File: config.mk
export PLATFORM = sky130hd
export DESIGN_NAME = gcp_pins
export DESIGN_NICKNAME = d
export VERILOG_FILES = /design/src/hdl/gcp_pkg.sv /design/src/hdl/gcp_pins.sv /design/src/hdl/gcp_sync.sv
export SDC_FILE = /design/constraint.sdc
export NUM_CORES = 1
export LEC_CHECK = 0
export BUFFER_PORTS_ARGS = -buffer_cell sky130_fd_sc_hd__buf_4
export CAP_MARGIN = 20
export CORE_MARGIN = 2
export CORE_UTILIZATION = 39
export CTS_CLUSTER_SIZE = 10
export DETAILED_ROUTE_END_ITERATION = 10
export PLACE_DENSITY = 0.82
export SLEW_MARGIN = 5
export SYNTH_ARGS = -nofsm -noshare
export SYNTH_HDL_FRONTEND = slang
export SYNTH_SLANG_ARGS = --single-unit
File: constraint.sdc
create_clock -name mclk -period 2.6 [get_ports mclk]
set_clock_uncertainty 0.05 [all_clocks]
set_input_delay 0.39 -clock mclk [delete_from_list [all_inputs] [get_ports mclk]]
set_output_delay 0.39 -clock mclk [all_outputs]
set_load 0.02 [all_outputs]
File: src/hdl/gcp_pkg.sv
// constants, types and reset values of the coexistence-capable pin block
// assumes one 100 MHz clock and a synchronous active-high reset in every user
package gcp_pkg;

   // pin count and pin indices
   localparam int GCP_NUM_PINS = 5;
   localparam int GCP_PIN_WAKE = 0;
   localparam int GCP_PIN_1 = 1;
   localparam int GCP_PIN_2 = 2;
   localparam int GCP_PIN_3 = 3;
   localparam int GCP_PIN_4 = 4;

   // number of internal priority sources
   localparam int GCP_NUM_PRIO = 4;

   // reset values
   localparam logic [4:0] GCP_RST_PINS = 5'h00;
   localparam logic GCP_SERIAL_IDLE = 1'h1;

   // pin function selection
   typedef enum logic [1:0] {
      GCP_MODE_GPIO = 2'b00,
      GCP_MODE_TWO = 2'b01,
      GCP_MODE_THREE = 2'b10,
      GCP_MODE_FOUR = 2'b11
   } gcp_mode_t;

   // registered state of the pin block
   typedef struct packed {
      logic [4:0] pinOut;
      logic [4:0] pinOe;
      logic [4:0] pullUpEn;
      logic [4:0] pullDownEn;
      logic serialIn;
      logic rxAct;
      logic txAct;
      logic frameSync;
      logic prio;
   } gcp_state_t;

endpackage

File: src/hdl/gcp_pins.sv
// five general pins with coexistence function selection
// assumes pad cells resolve pin level from out/oe and apply pulls
`timescale 1ns/1ps
module gcp_pins
   import gcp_pkg::*;
(
   input wire logic mclk,
   input wire logic rst,
   input wire logic [4:0] pinDir,
   input wire logic [4:0] pinWrite,
   input wire logic [4:0] pullEn,
   input wire logic [4:0] pullSelUp,
   input wire logic wakeSel,
   input wire gcp_mode_t coexMode,
   input wire logic radioHostWakeupOut,
   input wire logic coexSerialOut,
   input wire logic [3:0] prioSrc,
   input wire logic [3:0] prioMask,
   input wire logic [4:0] gpioI,
   output logic [4:0] gpioO,
   output logic [4:0] gpioOe,
   output logic [4:0] pullUpEn,
   output logic [4:0] pullDownEn,
   output logic [4:0] pinRead,
   output logic coexSerialIn,
   output logic peerReceiveActive,
   output logic peerTransmitActive,
   output logic peerFrameSync,
   output logic priorityOut
);

   gcp_state_t state_r; // registered block state
   gcp_state_t state_nxt; // next block state
   logic [4:0] syncIn; // pin levels after two flops
   logic prioAny; // masked priority combination

   // pad input synchroniser
   gcp_sync #(
      .WIDTH(GCP_NUM_PINS)
   ) u_sync (
      .mclk(mclk),
      .rst(rst),
      .asyncIn(gpioI),
      .syncOut(syncIn)
   );

   // masked OR of internal priority sources
   assign prioAny = |(prioSrc & prioMask);

   // pin function and drive selection
   always_comb begin
      state_nxt = state_r;
      // ordinary direction, level and pull per pin
      state_nxt.pinOe = pinDir;
      state_nxt.pinOut = pinWrite;
      state_nxt.pullUpEn = pullEn & pullSelUp;
      state_nxt.pullDownEn = pullEn & ~pullSelUp;
      state_nxt.prio = prioAny;
      // idle answers of the peer-facing signals
      state_nxt.serialIn = GCP_SERIAL_IDLE;
      state_nxt.rxAct = 1'h0;
      state_nxt.txAct = 1'h0;
      state_nxt.frameSync = 1'h0;
      // pin zero as wakeup output
      if (wakeSel) begin
         state_nxt.pinOe[GCP_PIN_WAKE] = 1'h1;
         state_nxt.pinOut[GCP_PIN_WAKE] = radioHostWakeupOut;
      end
      // coexistence function of pins one to four
      unique case (coexMode)
         GCP_MODE_GPIO: begin
            // pins one to four stay general purpose
         end
         GCP_MODE_TWO: begin
            // serial link muxed onto pins one and two, UART framed
            state_nxt.pinOe[GCP_PIN_1] = 1'h1;
            state_nxt.pinOut[GCP_PIN_1] = coexSerialOut;
            state_nxt.pinOe[GCP_PIN_2] = 1'h0;
            state_nxt.pinOut[GCP_PIN_2] = 1'h0;
            state_nxt.serialIn = syncIn[GCP_PIN_2];
         end
         GCP_MODE_THREE: begin
            // priority on pin two, peer activity on three and four
            state_nxt.pinOe[GCP_PIN_2] = 1'h1;
            state_nxt.pinOut[GCP_PIN_2] = prioAny;
            state_nxt.pinOe[GCP_PIN_3] = 1'h0;
            state_nxt.pinOe[GCP_PIN_4] = 1'h0;
            state_nxt.pinOut[GCP_PIN_3] = 1'h0;
            state_nxt.pinOut[GCP_PIN_4] = 1'h0;
            state_nxt.rxAct = syncIn[GCP_PIN_3];
            state_nxt.txAct = syncIn[GCP_PIN_4];
         end
         GCP_MODE_FOUR: begin
            // priority on pin one, frame sync on two, activity on three and four
            state_nxt.pinOe[GCP_PIN_1] = 1'h1;
            state_nxt.pinOut[GCP_PIN_1] = prioAny;
            state_nxt.pinOe[GCP_PIN_2] = 1'h0;
            state_nxt.pinOut[GCP_PIN_2] = 1'h0;
            state_nxt.frameSync = syncIn[GCP_PIN_2];
            state_nxt.pinOe[GCP_PIN_3] = 1'h0;
            state_nxt.pinOe[GCP_PIN_4] = 1'h0;
            state_nxt.pinOut[GCP_PIN_3] = 1'h0;
            state_nxt.pinOut[GCP_PIN_4] = 1'h0;
            state_nxt.rxAct = syncIn[GCP_PIN_3];
            state_nxt.txAct = syncIn[GCP_PIN_4];
         end
      endcase
   end

   // register state; reset leaves every pin undriven and unpulled
   always_ff @(posedge mclk) begin
      if (rst) begin
         state_r.pinOut <= GCP_RST_PINS;
         state_r.pinOe <= GCP_RST_PINS;
         state_r.pullUpEn <= GCP_RST_PINS;
         state_r.pullDownEn <= GCP_RST_PINS;
         state_r.serialIn <= GCP_SERIAL_IDLE;
         state_r.rxAct <= 1'h0;
         state_r.txAct <= 1'h0;
         state_r.frameSync <= 1'h0;
         state_r.prio <= 1'h0;
      end else begin
         state_r <= state_nxt;
      end
   end

   // outputs straight from flops
   assign gpioO = state_r.pinOut;
   assign gpioOe = state_r.pinOe;
   assign pullUpEn = state_r.pullUpEn;
   assign pullDownEn = state_r.pullDownEn;
   assign pinRead = syncIn;
   assign coexSerialIn = state_r.serialIn;
   assign peerReceiveActive = state_r.rxAct;
   assign peerTransmitActive = state_r.txAct;
   assign peerFrameSync = state_r.frameSync;
   assign priorityOut = state_r.prio;

   // pins released during and right after reset
   property p_resetHiZ;
      @(posedge mclk) rst |=> (gpioOe == 5'h00) && (pullUpEn == 5'h00) && (pullDownEn == 5'h00);
   endproperty
   a_resetHiZ: assert property (p_resetHiZ) else $error("pin driven after reset");

   // general mode follows the direction input one cycle later
   property p_dirFollows;
      @(posedge mclk) disable iff (rst)
         (coexMode == GCP_MODE_GPIO && !wakeSel) |=> gpioOe == $past(pinDir);
   endproperty
   a_dirFollows: assert property (p_dirFollows) else $error("direction not applied");

   // pull selection: up and down never together, follow request
   property p_pull;
      @(posedge mclk) disable iff (rst)
         1'h1 |=> (pullUpEn == $past(pullEn & pullSelUp)) && ((pullUpEn & pullDownEn) == 5'h00);
   endproperty
   a_pull: assert property (p_pull) else $error("pull setting wrong");

   // wakeup output on pin zero
   property p_wake;
      @(posedge mclk) disable iff (rst)
         wakeSel |=> gpioOe[0] && (gpioO[0] == $past(radioHostWakeupOut));
   endproperty
   a_wake: assert property (p_wake) else $error("wakeup not on pin zero");

   // two-wire serial out on pin one, in from pin two
   property p_two;
      @(posedge mclk) disable iff (rst)
         coexMode == GCP_MODE_TWO |=> gpioOe[1] && !gpioOe[2] && (gpioO[1] == $past(coexSerialOut))
            && (coexSerialIn == $past(syncIn[2]));
   endproperty
   a_two: assert property (p_two) else $error("two-wire mapping wrong");

   // three-wire priority on pin two, peer inputs on three and four
   property p_three;
      @(posedge mclk) disable iff (rst)
         coexMode == GCP_MODE_THREE |=> gpioOe[2] && !gpioOe[3] && !gpioOe[4]
            && (gpioO[2] == $past(prioAny)) && (peerTransmitActive == $past(syncIn[4]));
   endproperty
   a_three: assert property (p_three) else $error("three-wire mapping wrong");

   // four-wire priority on pin one is the masked OR
   property p_four;
      @(posedge mclk) disable iff (rst)
         coexMode == GCP_MODE_FOUR |=> gpioOe[1] && !gpioOe[2]
            && (gpioO[1] == $past(|(prioSrc & prioMask))) && (peerReceiveActive == $past(syncIn[3]));
   endproperty
   a_four: assert property (p_four) else $error("four-wire mapping wrong");

   // frame sync quiet outside four-wire
   property p_frameSync;
      @(posedge mclk) disable iff (rst)
         coexMode != GCP_MODE_FOUR |=> !peerFrameSync;
   endproperty
   a_frameSync: assert property (p_frameSync) else $error("frame sync outside four-wire");

   // pin level reaches read-back after two synchroniser stages
   property p_readBack;
      @(posedge mclk) disable iff (rst)
         !$past(rst, 2) && !$past(rst) |-> pinRead == $past(gpioI, 2);
   endproperty
   a_readBack: assert property (p_readBack) else $error("read-back latency wrong");

   // serial input rests idle outside two-wire
   property p_serialIdle;
      @(posedge mclk) disable iff (rst)
         coexMode != GCP_MODE_TWO |=> coexSerialIn;
   endproperty
   a_serialIdle: assert property (p_serialIdle) else $error("serial input not idle");

   // peer activity reads low where no mode claims pins three and four
   property p_peerIdle;
      @(posedge mclk) disable iff (rst)
         (coexMode == GCP_MODE_GPIO || coexMode == GCP_MODE_TWO) |=> !peerReceiveActive && !peerTransmitActive;
   endproperty
   a_peerIdle: assert property (p_peerIdle) else $error("peer activity outside three or four wire");

   // modes never claim pin zero; without wakeup it follows software
   property p_pinZero;
      @(posedge mclk) disable iff (rst)
         !wakeSel |=> (gpioOe[0] == $past(pinDir[0])) && (gpioO[0] == $past(pinWrite[0]));
   endproperty
   a_pinZero: assert property (p_pinZero) else $error("pin zero not under software");

   // priority flop holds the masked OR of the sources
   property p_prio;
      @(posedge mclk) disable iff (rst)
         1'h1 |=> priorityOut == $past(|(prioSrc & prioMask));
   endproperty
   a_prio: assert property (p_prio) else $error("priority not the masked OR");

   // main scenarios
   c_two: cover property (@(posedge mclk) disable iff (rst) coexMode == GCP_MODE_TWO ##1 coexSerialIn == 1'h0);
   c_three: cover property (@(posedge mclk) disable iff (rst) coexMode == GCP_MODE_THREE ##1 gpioO[2]);
   c_four: cover property (@(posedge mclk) disable iff (rst) coexMode == GCP_MODE_FOUR ##1 peerFrameSync);
   c_wake: cover property (@(posedge mclk) disable iff (rst) wakeSel ##1 gpioO[0]);

endmodule

File: src/hdl/gcp_sync.sv
// two-flop synchroniser for the pin input levels
// assumes inputs come straight from pads, asynchronous to mclk
`timescale 1ns/1ps
module gcp_sync
   import gcp_pkg::*;
#(
   parameter int WIDTH = 5
) (
   input wire logic mclk,
   input wire logic rst,
   input wire logic [WIDTH-1:0] asyncIn,
   output logic [WIDTH-1:0] syncOut
);

   // first and second stage
   typedef struct packed {
      logic [WIDTH-1:0] meta;
      logic [WIDTH-1:0] stable;
   } gcp_sync_t;

   gcp_sync_t state_r; // stage registers
   gcp_sync_t state_nxt; // next stage values

   // shift the pin levels through both stages
   always_comb begin
      state_nxt = state_r;
      state_nxt.meta = asyncIn;
      state_nxt.stable = state_r.meta;
   end

   // register the stages
   always_ff @(posedge mclk) begin
      if (rst) begin
         state_r <= '0;
      end else begin
         state_r <= state_nxt;
      end
   end

   assign syncOut = state_r.stable;

endmodule

==> results of run 1 <==
-- layer usage --
layer  vias to the layer above  part of all wire [%]  global-route usage (%)
met5                         -                     0                       0
met4                         0                   1.7                    8.16
met3                         4                   8.1                    6.98
met2                        42                    57                    31.6
met1                       386                    33                    13.8
li1                        424                     -                       -
-- power groups by stage --
stage | logic [mW] | clock network [mW] | registers [mW]
floorplan | 0.0351 | 0 | 0.605
global placement | 0.145 | 0 | 0.579
detailed placement | 0.149 | 0 | 0.580
CTS | 0.150 | 0.260 | 0.567
global route | 0.159 | 0.285 | 0.569
finish | 0.148 | 0.245 | 0.567
-- area by class of cell --
cell class / count / area share [%]
Multi-Input combinational cell: 47 / 21.0
Tap cell: 30 / 2.28
Clock buffer: 6 / 2.51
Timing Repair Buffer: 69 / 31.5
Sequential cell: 35 / 42.7
-- path summary, 6_finish.rpt --
path / start / end / slack (ns) / depth (start not counted)
setup / recovery: gpioO[0] / gpioO[0] / 1.36 / 1
hold / removal: pullSelUp[1] / pullDownEn[1] / 0.18 / 2
setup reg to reg: u_sync.syncOut[2] / coexSerialIn / 1.98 / 1
hold reg to reg: u_sync.state_nxt[0] / u_sync.syncOut[0] / 0.39 / 1
-- layout by cell type, fill, tap and decap left out, types with 2 or more instances in the layout --
cell type   n
mux2i_1     2
and2_1      6
nor2b_1    12
and3b_1     5
nand3b_1    2
clkbuf_4    5
dfxtp_1    35
nor2_1      9
nor3b_1     5
buf_4      69
-- state kept, by name, indices dropped and copies added (netlist names), 5 cells and up --
name and cells:
gpioO 5, gpioOe 5, pullDownEn 5, pullUpEn 5, u_sync.state_nxt 5, u_sync.syncOut 5
-- stage by stage --
step | instances | hold WS [ns] | power (mW) | util, % | setup WS (ns)
floorplan | 85 | 0.364 | 0.640 | - | 1.46
global placement | 181 | 0.368 | 0.724 | 63.5 | 1.32
detailed placement | 181 | 0.375 | 0.729 | 63.5 | 1.28
CTS | 187 | 0.154 | 0.977 | 65.1 | 1.33
global route | 187 | 0.146 | 1.01 | 65.1 | 1.30
finish | 187 | 0.176 | 0.960 | 65.1 | 1.36
-- cells by family (layout without fill, tap and decap cells) --
family / after synthesis / count (layout) / share of synthesized area (%)
and+or+nand+nor: 41 / 41 / 24.0
DFF: 35 / 35 / 66.1
buffers and inverters: 3 / 75 / 1.30
AOI/OAI and AO/OA: 4 / 4 / 6.73
muxes: 2 / 2 / 1.89
==> flow_summary.json, run 1 <==
{
  "status": "complete, no violations",
  "grt_first_pass_wirelength_um": 3820,
  "crit_required_ns": 2.16,
  "synth_area_mm2": 0.00106,
  "remaining_drc_errors": 0,
  "clockRootBuffer": "clkbuf_4",
  "diodes": 0,
  "synth_edf_count": 0,
  "crit_fanout": 1,
  "track_usage_pct": 16.3,
  "ys_ff_latch": 35,
  "ioPinCount": 70,
  "die_x_um": 56.1,
  "multi_input_area_um2": 345,
  "drive_gt1_share_pct": 49.7,
  "crit_chain": "buf_4",
  "place.gp.congestion": 0.749,
  "cts_tree": "yes",
  "vdd_drop_max_mv": 0.422,
  "grt_max_degree": 31,
  "max_slew_margin_pct": 81.1,
  "final_max_slew_viol_count": 0,
  "hold_viol": 0,
  "seq_area_um2": 701,
  "vias_per_cell": 4.58,
  "dieArea_mm2": 0.00315,
  "post_cts.repair.setup_buffers": 0,
  "critPathLaunchType": "register",
  "clk_pin_slew_ns": 0.09,
  "worst_pin_slew_ns": 0.283,
  "die_h_um": 56.1,
  "synth_cells": 85,
  "hpwl_um": 1860,
  "path_delay_family": "flip-flops",
  "tns_ns": 0,
  "hold_buffers": 0,
  "setup_viol": 0,
  "nets": 198,
  "clockPowerShare_pct": 25.6,
  "clock-sinks": 35,
  "fmax_mhz": 805,
  "start_util_pct": 42.0,
  "synth_area_leaders": "dfxtp_1 (66%), nor2b_1 (7.1%), and3b_1 (4.1%)",
  "synth_cell_types": 17,
  "synth_top_cell_area_share_pct": 66.1,
  "synth_nets": 125,
  "worst_ep_arrival_time_ns": 0.80,
  "area_growth_pct": 55.0,
  "cap_violations": 0,
  "grt_pass1_vias": 886,
  "drt_iter0_markers": 5,
  "port-buffer-count": 69,
  "grt-ovfl-total": 0,
  "core_mm2": 0.00252,
  "intPower_mw": 0.738,
  "seqPwrFrac_pct": 59.1,
  "async_flop_share_pct": 0,
  "p_switching_mw": 0.221,
  "ant_nets": 0,
  "critical_path.max_stage_delay_ns": 0.34,
  "path_buf_inv": 1,
  "insertion_delay_ns": 0.31,
  "p_comb_share_pct": 15.4,
  "wl_per_cell_um": 12.5,
  "switching_share_pct": 23.1,
  "cts_htree_levels": 2,
  "cts_buffer_depth": 2,
  "place_area_mm2": 0.00160,
  "vias": 856,
  "min_path_type": "input pin to register",
  "rsz0062_at_grt": "false",
  "crit_path_top_delay_cell": "dfxtp_1",
  "yosysTopAreaCell": "dfxtp_1",
  "rows": 18,
  "drt_wl_total_um": 2340,
  "synth.avg_cell_area_um2": 12.5,
  "p_leak_nw": 0.800,
  "yosys-top-cells-count": "dfxtp_1 (35), nor2b_1 (12), nor2_1 (9)",
  "antenna_found_initial": 0,
  "fin_crit_ns": 1.24,
  "synth_most_common_cell": "dfxtp_1",
  "numCtsBuffers": 5,
  "firstDrtPassIters": 4,
  "postLayoutCellArea_mm2": 0.00164,
  "synth-warning-count": 0,
  "post_cts_resize_count": 0,
  "synth_top_flop_cell": "dfxtp_1",
  "fin_crit_sh_pct": 47.8,
  "cp-end-kind": "primary output",
  "setup.worst_path.class": "register to primary output",
  "seq_area_frac_synth_pct": 66.1,
  "fill_cells": 224,
  "power_density_mw_per_mm2": 584
}
No activity file was read; power rests on OpenSTA's default activity.
==> inputs of run 2 (changes only) <==
--- a/config.mk
+++ b/config.mk
@@ -5,13 +5,14 @@
 export SDC_FILE = /design/constraint.sdc
 export NUM_CORES = 1
 export LEC_CHECK = 0
+export ABC_AREA = 1
 export BUFFER_PORTS_ARGS = -buffer_cell sky130_fd_sc_hd__buf_4
 export CAP_MARGIN = 20
 export CORE_MARGIN = 2
-export CORE_UTILIZATION = 39
+export CORE_UTILIZATION = 36
 export CTS_CLUSTER_SIZE = 10
 export DETAILED_ROUTE_END_ITERATION = 10
-export PLACE_DENSITY = 0.82
+export PLACE_DENSITY = 0.8
 export SLEW_MARGIN = 5
 export SYNTH_ARGS = -nofsm -noshare
 export SYNTH_HDL_FRONTEND = slang
==> constraint.sdc (replaced) <==
create_clock -name mclk -period 1 [get_ports mclk]
set_clock_uncertainty 0.05 [all_clocks]
set_input_delay 0.15 -clock mclk [delete_from_list [all_inputs] [get_ports mclk]]
set_output_delay 0.15 -clock mclk [all_outputs]
set_load 0.02 [all_outputs]
==> run 2 against run 1 <==
Effect of this change:
- the flow now finishes with violations (DRC, setup timing)
- via count increased by 27%
- cell count increased by 36%
- clock power increased to 2.8 times the previous value
- worst hold slack got worse by 0.17 ns
- count of clock-buffer cells in the layout increased by 1
- synthesized cell count increased by 48%
- non-clock buffer count increased by 22
- sequential power increased to 2.6 times the previous value
- core utilization increased by 5.9 points
- flip-flop and latch count unchanged
- critical endpoint is now gpioO[1]
- largest cell class is now buffers
- highest routed layer unchanged
==> flow_summary.json, run 2 <==
{
  "status": "finished, violations left",
  "violations": "DRC, setup timing",
  "antenna_found_initial": 0,
  "nets": 262,
  "place.gp.congestion": 0.832,
  "clock-sinks": 35,
  "clockRootBuffer": "clkbuf_4",
  "synth_area_leaders": "dfxtp_1 (65%), nor2_1 (13%), inv_1 (7.3%)",
  "vias_per_cell": 4.29,
  "clockPowerShare_pct": 25.7,
  "grt_first_pass_wirelength_um": 4000,
  "synth.avg_cell_area_um2": 8.52,
  "r2r_end": "peerFrameSync",
  "cts_htree_levels": 2,
  "hold_viol": 0,
  "synth-compound-area-share_pct": 1.86,
  "grt-ovfl-total": 0,
  "async_flop_share_pct": 0,
  "vias": 1089,
  "remaining_drc_errors": 9,
  "p_leak_nw": 1.02,
  "critical_path.max_stage_delay_ns": 0.53,
  "hpwl_um": 1730,
  "seq_area_frac_synth_pct": 65.3,
  "crit_fanout": 6,
  "area_growth_pct": 85.5,
  "crit_required_ns": 1.16,
  "startpoint": "coexMode[0]",
  "insertion_delay_ns": 0.31,
  "timing.hold.ws_ns": 0.0102,
  "seqPwrFrac_pct": 56.1,
  "muxShareOfSynthArea_pct": 0,
  "worst_pin_slew_ns": 0.187,
  "rsz0062_at_grt": "true",
  "firstDrtPassIters": 7,
  "core_mm2": 0.00281,
  "fin_ws_ns": -0.00439,
  "final_cell_mix": "buf_4 (48), nor2_1 (36), dfxtp_2 (23), buf_6 (23)",
  "cts_buffer_depth": 2,
  "fin_crit_sh_pct": 100,
  "post-route-util_pct": 71.0,
  "synth_area_mm2": 0.00107,
  "crit_path_top_delay_cell": "dlygate4sd3_1",
  "synth_top_flop_cell": "dfxtp_1",
  "synth_cell_types": 13,
  "port-buffer-count": 69,
  "fin_crit_ns": 1.00,
  "fmax_mhz": 996,
  "grt_pass1_vias": 936,
  "final_cells": 254,
  "numCtsBuffers": 5,
  "yosysTopAreaCell": "dfxtp_1",
  "dp_cells": 225,
  "yosys.area_share.simple_pct": 23.4,
  "mostFrequentLayoutCell": "buf_4",
  "switching_share_pct": 24.1,
  "yosys.area_share.xor_xnor_pct": 0,
  "synth_most_common_cell": "nor2_1",
  "drt_iter0_markers": 36,
  "ys_ff_latch": 35,
  "start_util_pct": 38.3,
  "fill_cells": 196,
  "synth_cells": 126,
  "p_switching_mw": 0.641,
  "final_max_slew_viol_count": 0,
  "synthAdderAreaFrac_pct": 0,
  "setup_viol": 1,
  "intPower_mw": 2.02,
  "yosys-top-cells-count": "nor2_1 (36), dfxtp_1 (35), inv_1 (21), nand2_1 (21), o21ai_0 (3)",
  "synth_edf_count": 0,
  "grt_max_degree": 18,
  "worst_ep_arrival_time_ns": 1.16,
  "post-place-ws_ns": 0.136,
  "diodes": 0,
  "cts_tree": "yes",
  "ant_nets": 0,
  "setup.worst_path.class": "input pin to register",
  "synth_top_family_by_area": "simple AND/OR/NAND/NOR gates",
  "reg2reg_depth": 2,
  "crit_chain": "dlygate4sd3_1 > buf_4 > inv_1 > nor2_1 > o21ai_0 > nand2_1",
  "vdd_drop_max_mv": 0.646,
  "r2r_setup_slack_ns": 0.33,
  "p_comb_share_pct": 18.2,
  "cp-end-kind": "register",
  "drt_wl_total_um": 2870,
  "crit_end": "gpioO[1]",
  "rows": 19,
  "synth_nets": 166,
  "synth-warning-count": 0,
  "drive_gt1_share_pct": 45.7,
  "max_slew_margin_pct": 87.5,
  "dieArea_mm2": 0.00343,
  "synth_top_cell_area_share_pct": 65.3,
  "clk_pin_slew_ns": 0.09,
  "wl_per_cell_um": 11.3,
  "seq_area_um2": 729,
  "cap_violations": 0,
  "power_density_mw_per_mm2": 1330,
  "track_usage_pct": 15.5,
  "min_path_type": "input pin to register",
  "multi_input_area_um2": 272,
  "reg2reg_from": "u_sync.syncOut[2]",
  "ioPinCount": 70,
  "die_h_um": 58.6,
  "critPathLaunchType": "input pin",
  "die_x_um": 58.6
}
-- run 2: changes by cell type in the layout (fill, tap and decap cells not counted), sizes merged, moves of 3 or more --
cell	delta
dlygate4sd3	+20
nor2	+27
nor2b	-12
and2	-6
and3b	-5
inv	+22
o21ai	+3
nand2	+22
nor3b	-5
-- run 2: what timing repair did --
action,CTS,global route
hold buffers,18,2
setup endpoints to repair,3,23
pin swaps,0,0
gates resized for setup,6,40
setup buffers,0,1
endpoints found under the hold margin,17,2
-- run 2: routing by layer --
layer / up-vias / wire length (um) / global-route usage [%]
li1: 556 / - / -
met1: 483 / 984 / 16.0
met2: 44 / 1580 / 28.4
met3: 6 / 264 / 6.15
met4: 0 / 40 / 4.87
met5: - / 0 / 0
-- run 2: final cells by class --
| class | instances | area share (%) |
|---|---|---|
| inverter | 22 | 4.15 |
| multi-input combinational | 67 | 13.6 |
| timing repair buffer | 91 | 41.1 |
| sequential | 35 | 36.6 |
| tap | 31 | 1.95 |
| clock inverter | 1 | 0.251 |
| clock buffer | 7 | 2.26 |
-- run 2: how the worst min path moves through the flow --
stage                             startpoint            end  slack, ns  cells past startpoint
after floorplan                 pullSelUp[0]  pullDownEn[0]       0.17                      1
after global placement          pullSelUp[1]  pullDownEn[1]       0.27                      2
after detailed placement        pullSelUp[0]  pullDownEn[0]       0.27                      2
after CTS                          pullEn[3]    pullUpEn[3]      0.002                      3
after global routing      radioHostWakeupOut       gpioO[0]      -0.01                      3
final                              pullEn[2]    pullUpEn[2]       0.01                      3
-- run 2: critical path, delay by kind of cell --
kind,cells,cell delay (ns)
buffers and inverters,3,0.81
AO/OA/AOI/OAI,1,0.07
AND/OR/NAND/NOR,2,0.12
-- run 2: cell families (layout without fill, tap and decap cells) --
logic type | count (synthesis) | count (layout)
simple gates | 63 | 63
compound gates | 4 | 4
flops | 35 | 35
buf+inv | 24 | 121
-- run 2: power by group through the flow --
stage               Clock [mW]  Combinational [mW]  Sequential (mW)
floorplan                    0              0.0921             1.57
global placement             0               0.382             1.51
finish                   0.682               0.483             1.49
CTS                      0.704               0.444             1.48
global route             0.781               0.524             1.50
detailed placement           0               0.385             1.51
-- run 2: per-stage QoR --
step	TNS (ns)	power [mW]	cell area [um^2]
2_1_floorplan	0	1.67	1070
3_3_place_gp	0	1.89	1620
3_5_place_dp	0	1.89	1620
4_1_cts	0	2.62	1860
5_1_grt	-0.348	2.80	1990
6_report	-0.00439	2.66	1990
==> inputs of run 3 (changes only) <==
--- a/config.mk
+++ b/config.mk
@@ -8,7 +8,6 @@
 export ABC_AREA = 1
 export BUFFER_PORTS_ARGS = -buffer_cell sky130_fd_sc_hd__buf_4
 export CAP_MARGIN = 20
-export CORE_MARGIN = 2
 export CORE_UTILIZATION = 36
 export CTS_CLUSTER_SIZE = 10
 export DETAILED_ROUTE_END_ITERATION = 10
==> run 3 against run 2 <==
Effect of this change:
- the flow finishes with violations (setup timing)
- count of clock-buffer cells in the layout unchanged
- die area down 6.7%
- sequential power about the same
==> flow_summary.json, run 3 (synthesis results as in run 2) <==
{
  "die_h_um": 56.6,
  "drt_iter0_markers": 15,
  "crit_chain": "buf_6",
  "setup_viol": 5,
  "firstDrtPassIters": 3,
  "diodes": 0,
  "hold_viol": 0,
  "port-buffer-count": 69,
  "insertion_delay_ns": 0.34,
  "dp_cells": 225,
  "postLayoutCellArea_mm2": 0.00209,
  "grt_first_pass_wirelength_um": 5130,
  "grt_pass1_vias": 1171,
  "fin_crit_ns": 1.02,
  "cts_buffer_depth": 2,
  "crit_cells": 1,
  "hold_depth": 3,
  "wl_per_cell_um": 12.1,
  "rsz0062_at_grt": "true",
  "drive_gt1_share_pct": 48.9,
  "final_cells": 260,
  "clockRootBuffer": "clkbuf_4",
  "post-place-ws_ns": 0.137,
  "crit_required_ns": 0.80,
  "worst_pin_slew_ns": 0.192,
  "fin_ws_ns": -0.0211,
  "nets": 268,
  "violations": "setup timing",
  "power_density_mw_per_mm2": 1320,
  "core_mm2": 0.00278,
  "status": "finished, violations left",
  "final_max_slew_viol_count": 0,
  "drt_wl_total_um": 3150,
  "cp-end-kind": "primary output",
  "cts_tree": "yes",
  "die_x_um": 56.6,
  "min_path_type": "input pin to register",
  "vias": 1121,
  "vias_per_cell": 4.31,
  "dieArea_mm2": 0.00320,
  "clk_pin_slew_ns": 0.10,
  "mostFrequentLayoutCell": "buf_4",
  "remaining_drc_errors": 0,
  "critical_path.max_stage_delay_ns": 0.35,
  "final_cell_mix": "buf_4 (42), nor2_1 (35), dfxtp_2 (30), buf_6 (30), dlygate4sd3_1 (25)",
  "tns_ns": -0.0434,
  "ioPinCount": 70,
  "numCtsBuffers": 5,
  "reg2reg_depth": 3,
  "antenna_found_initial": 0,
  "crit_fanout": 2,
  "timing.hold.ws_ns": 0.00973,
  "cts_htree_levels": 2,
  "place.gp.congestion": 0.751,
  "start_util_pct": 38.6,
  "setup.worst_path.class": "register to primary output",
  "grt_max_degree": 19,
  "post-route-util_pct": 75.0,
  "p_leak_nw": 1.05,
  "fmax_mhz": 979,
  "path_buf_inv": 1,
  "hpwl_um": 1810,
  "track_usage_pct": 22.1,
  "fin_crit_sh_pct": 102,
  "clock-sinks": 35,
  "max_slew_margin_pct": 87.2,
  "cap_violations": 0,
  "crit_path_top_delay_cell": "dfxtp_2",
  "critPathLaunchType": "register",
  "worst_ep_arrival_time_ns": 0.82,
  "finalPower_mw": 2.75,
  "area_growth_pct": 94.4,
  "place_area_mm2": 0.00162,
  "ant_nets": 0,
  "rows": 19,
  "vdd_drop_max_mv": 1.26,
  "grt-ovfl-total": 0,
  "path_delay_family": "flip-flops"
}
-- run 3: cell types whose count changed in the layout (fill, tap and decap cells not counted), sizes merged --
cell,change
buf,+1
dlygate4sd3,+5
-- run 3: layout make-up --
type / instances / area (um^2)
clock buffers: 7 / 45.0
clock inverters: 1 / 5.00
fillers: 187 / 694
inverters: 22 / 82.6
multi-input cells: 67 / 274
flip-flops and latches: 35 / 738
well taps: 31 / 38.8
repair buffers: 97 / 903
-- run 3: where the power goes --
part | internal, mW | total (mW) | switching, mW
logic | 0.297 | 0.513 | 0.215
registers | 1.47 | 1.50 | 0.0282
clock network | 0.274 | 0.740 | 0.467
-- run 3: worst paths after layout --
kind / end / from / slack [ns]
worst max-delay path: pinRead[2] / u_sync.syncOut[2] / -0.02
worst min-delay path: coexSerialIn / coexMode[1] / 0.01
worst max register to register: peerTransmitActive / u_sync.syncOut[4] / 0.29
worst min register to register: u_sync.syncOut[2] / u_sync.state_nxt[2] / 0.35
-- run 3: routing by layer --
metal  track usage, %  wire length, um  vias to the layer above
met5                0                0                        -
met4             15.3              155                        0
met3             7.37              205                       14
met2             41.0             1760                       46
met1             19.8             1040                      493
li1                 -                -                      568
-- run 3: what timing repair did --
action	in CTS	in global routing
setup endpoints to repair	30	32
buffers inserted	1	1
hold endpoints to repair	24	0
resized for setup	57	5
hold buffers	25	0
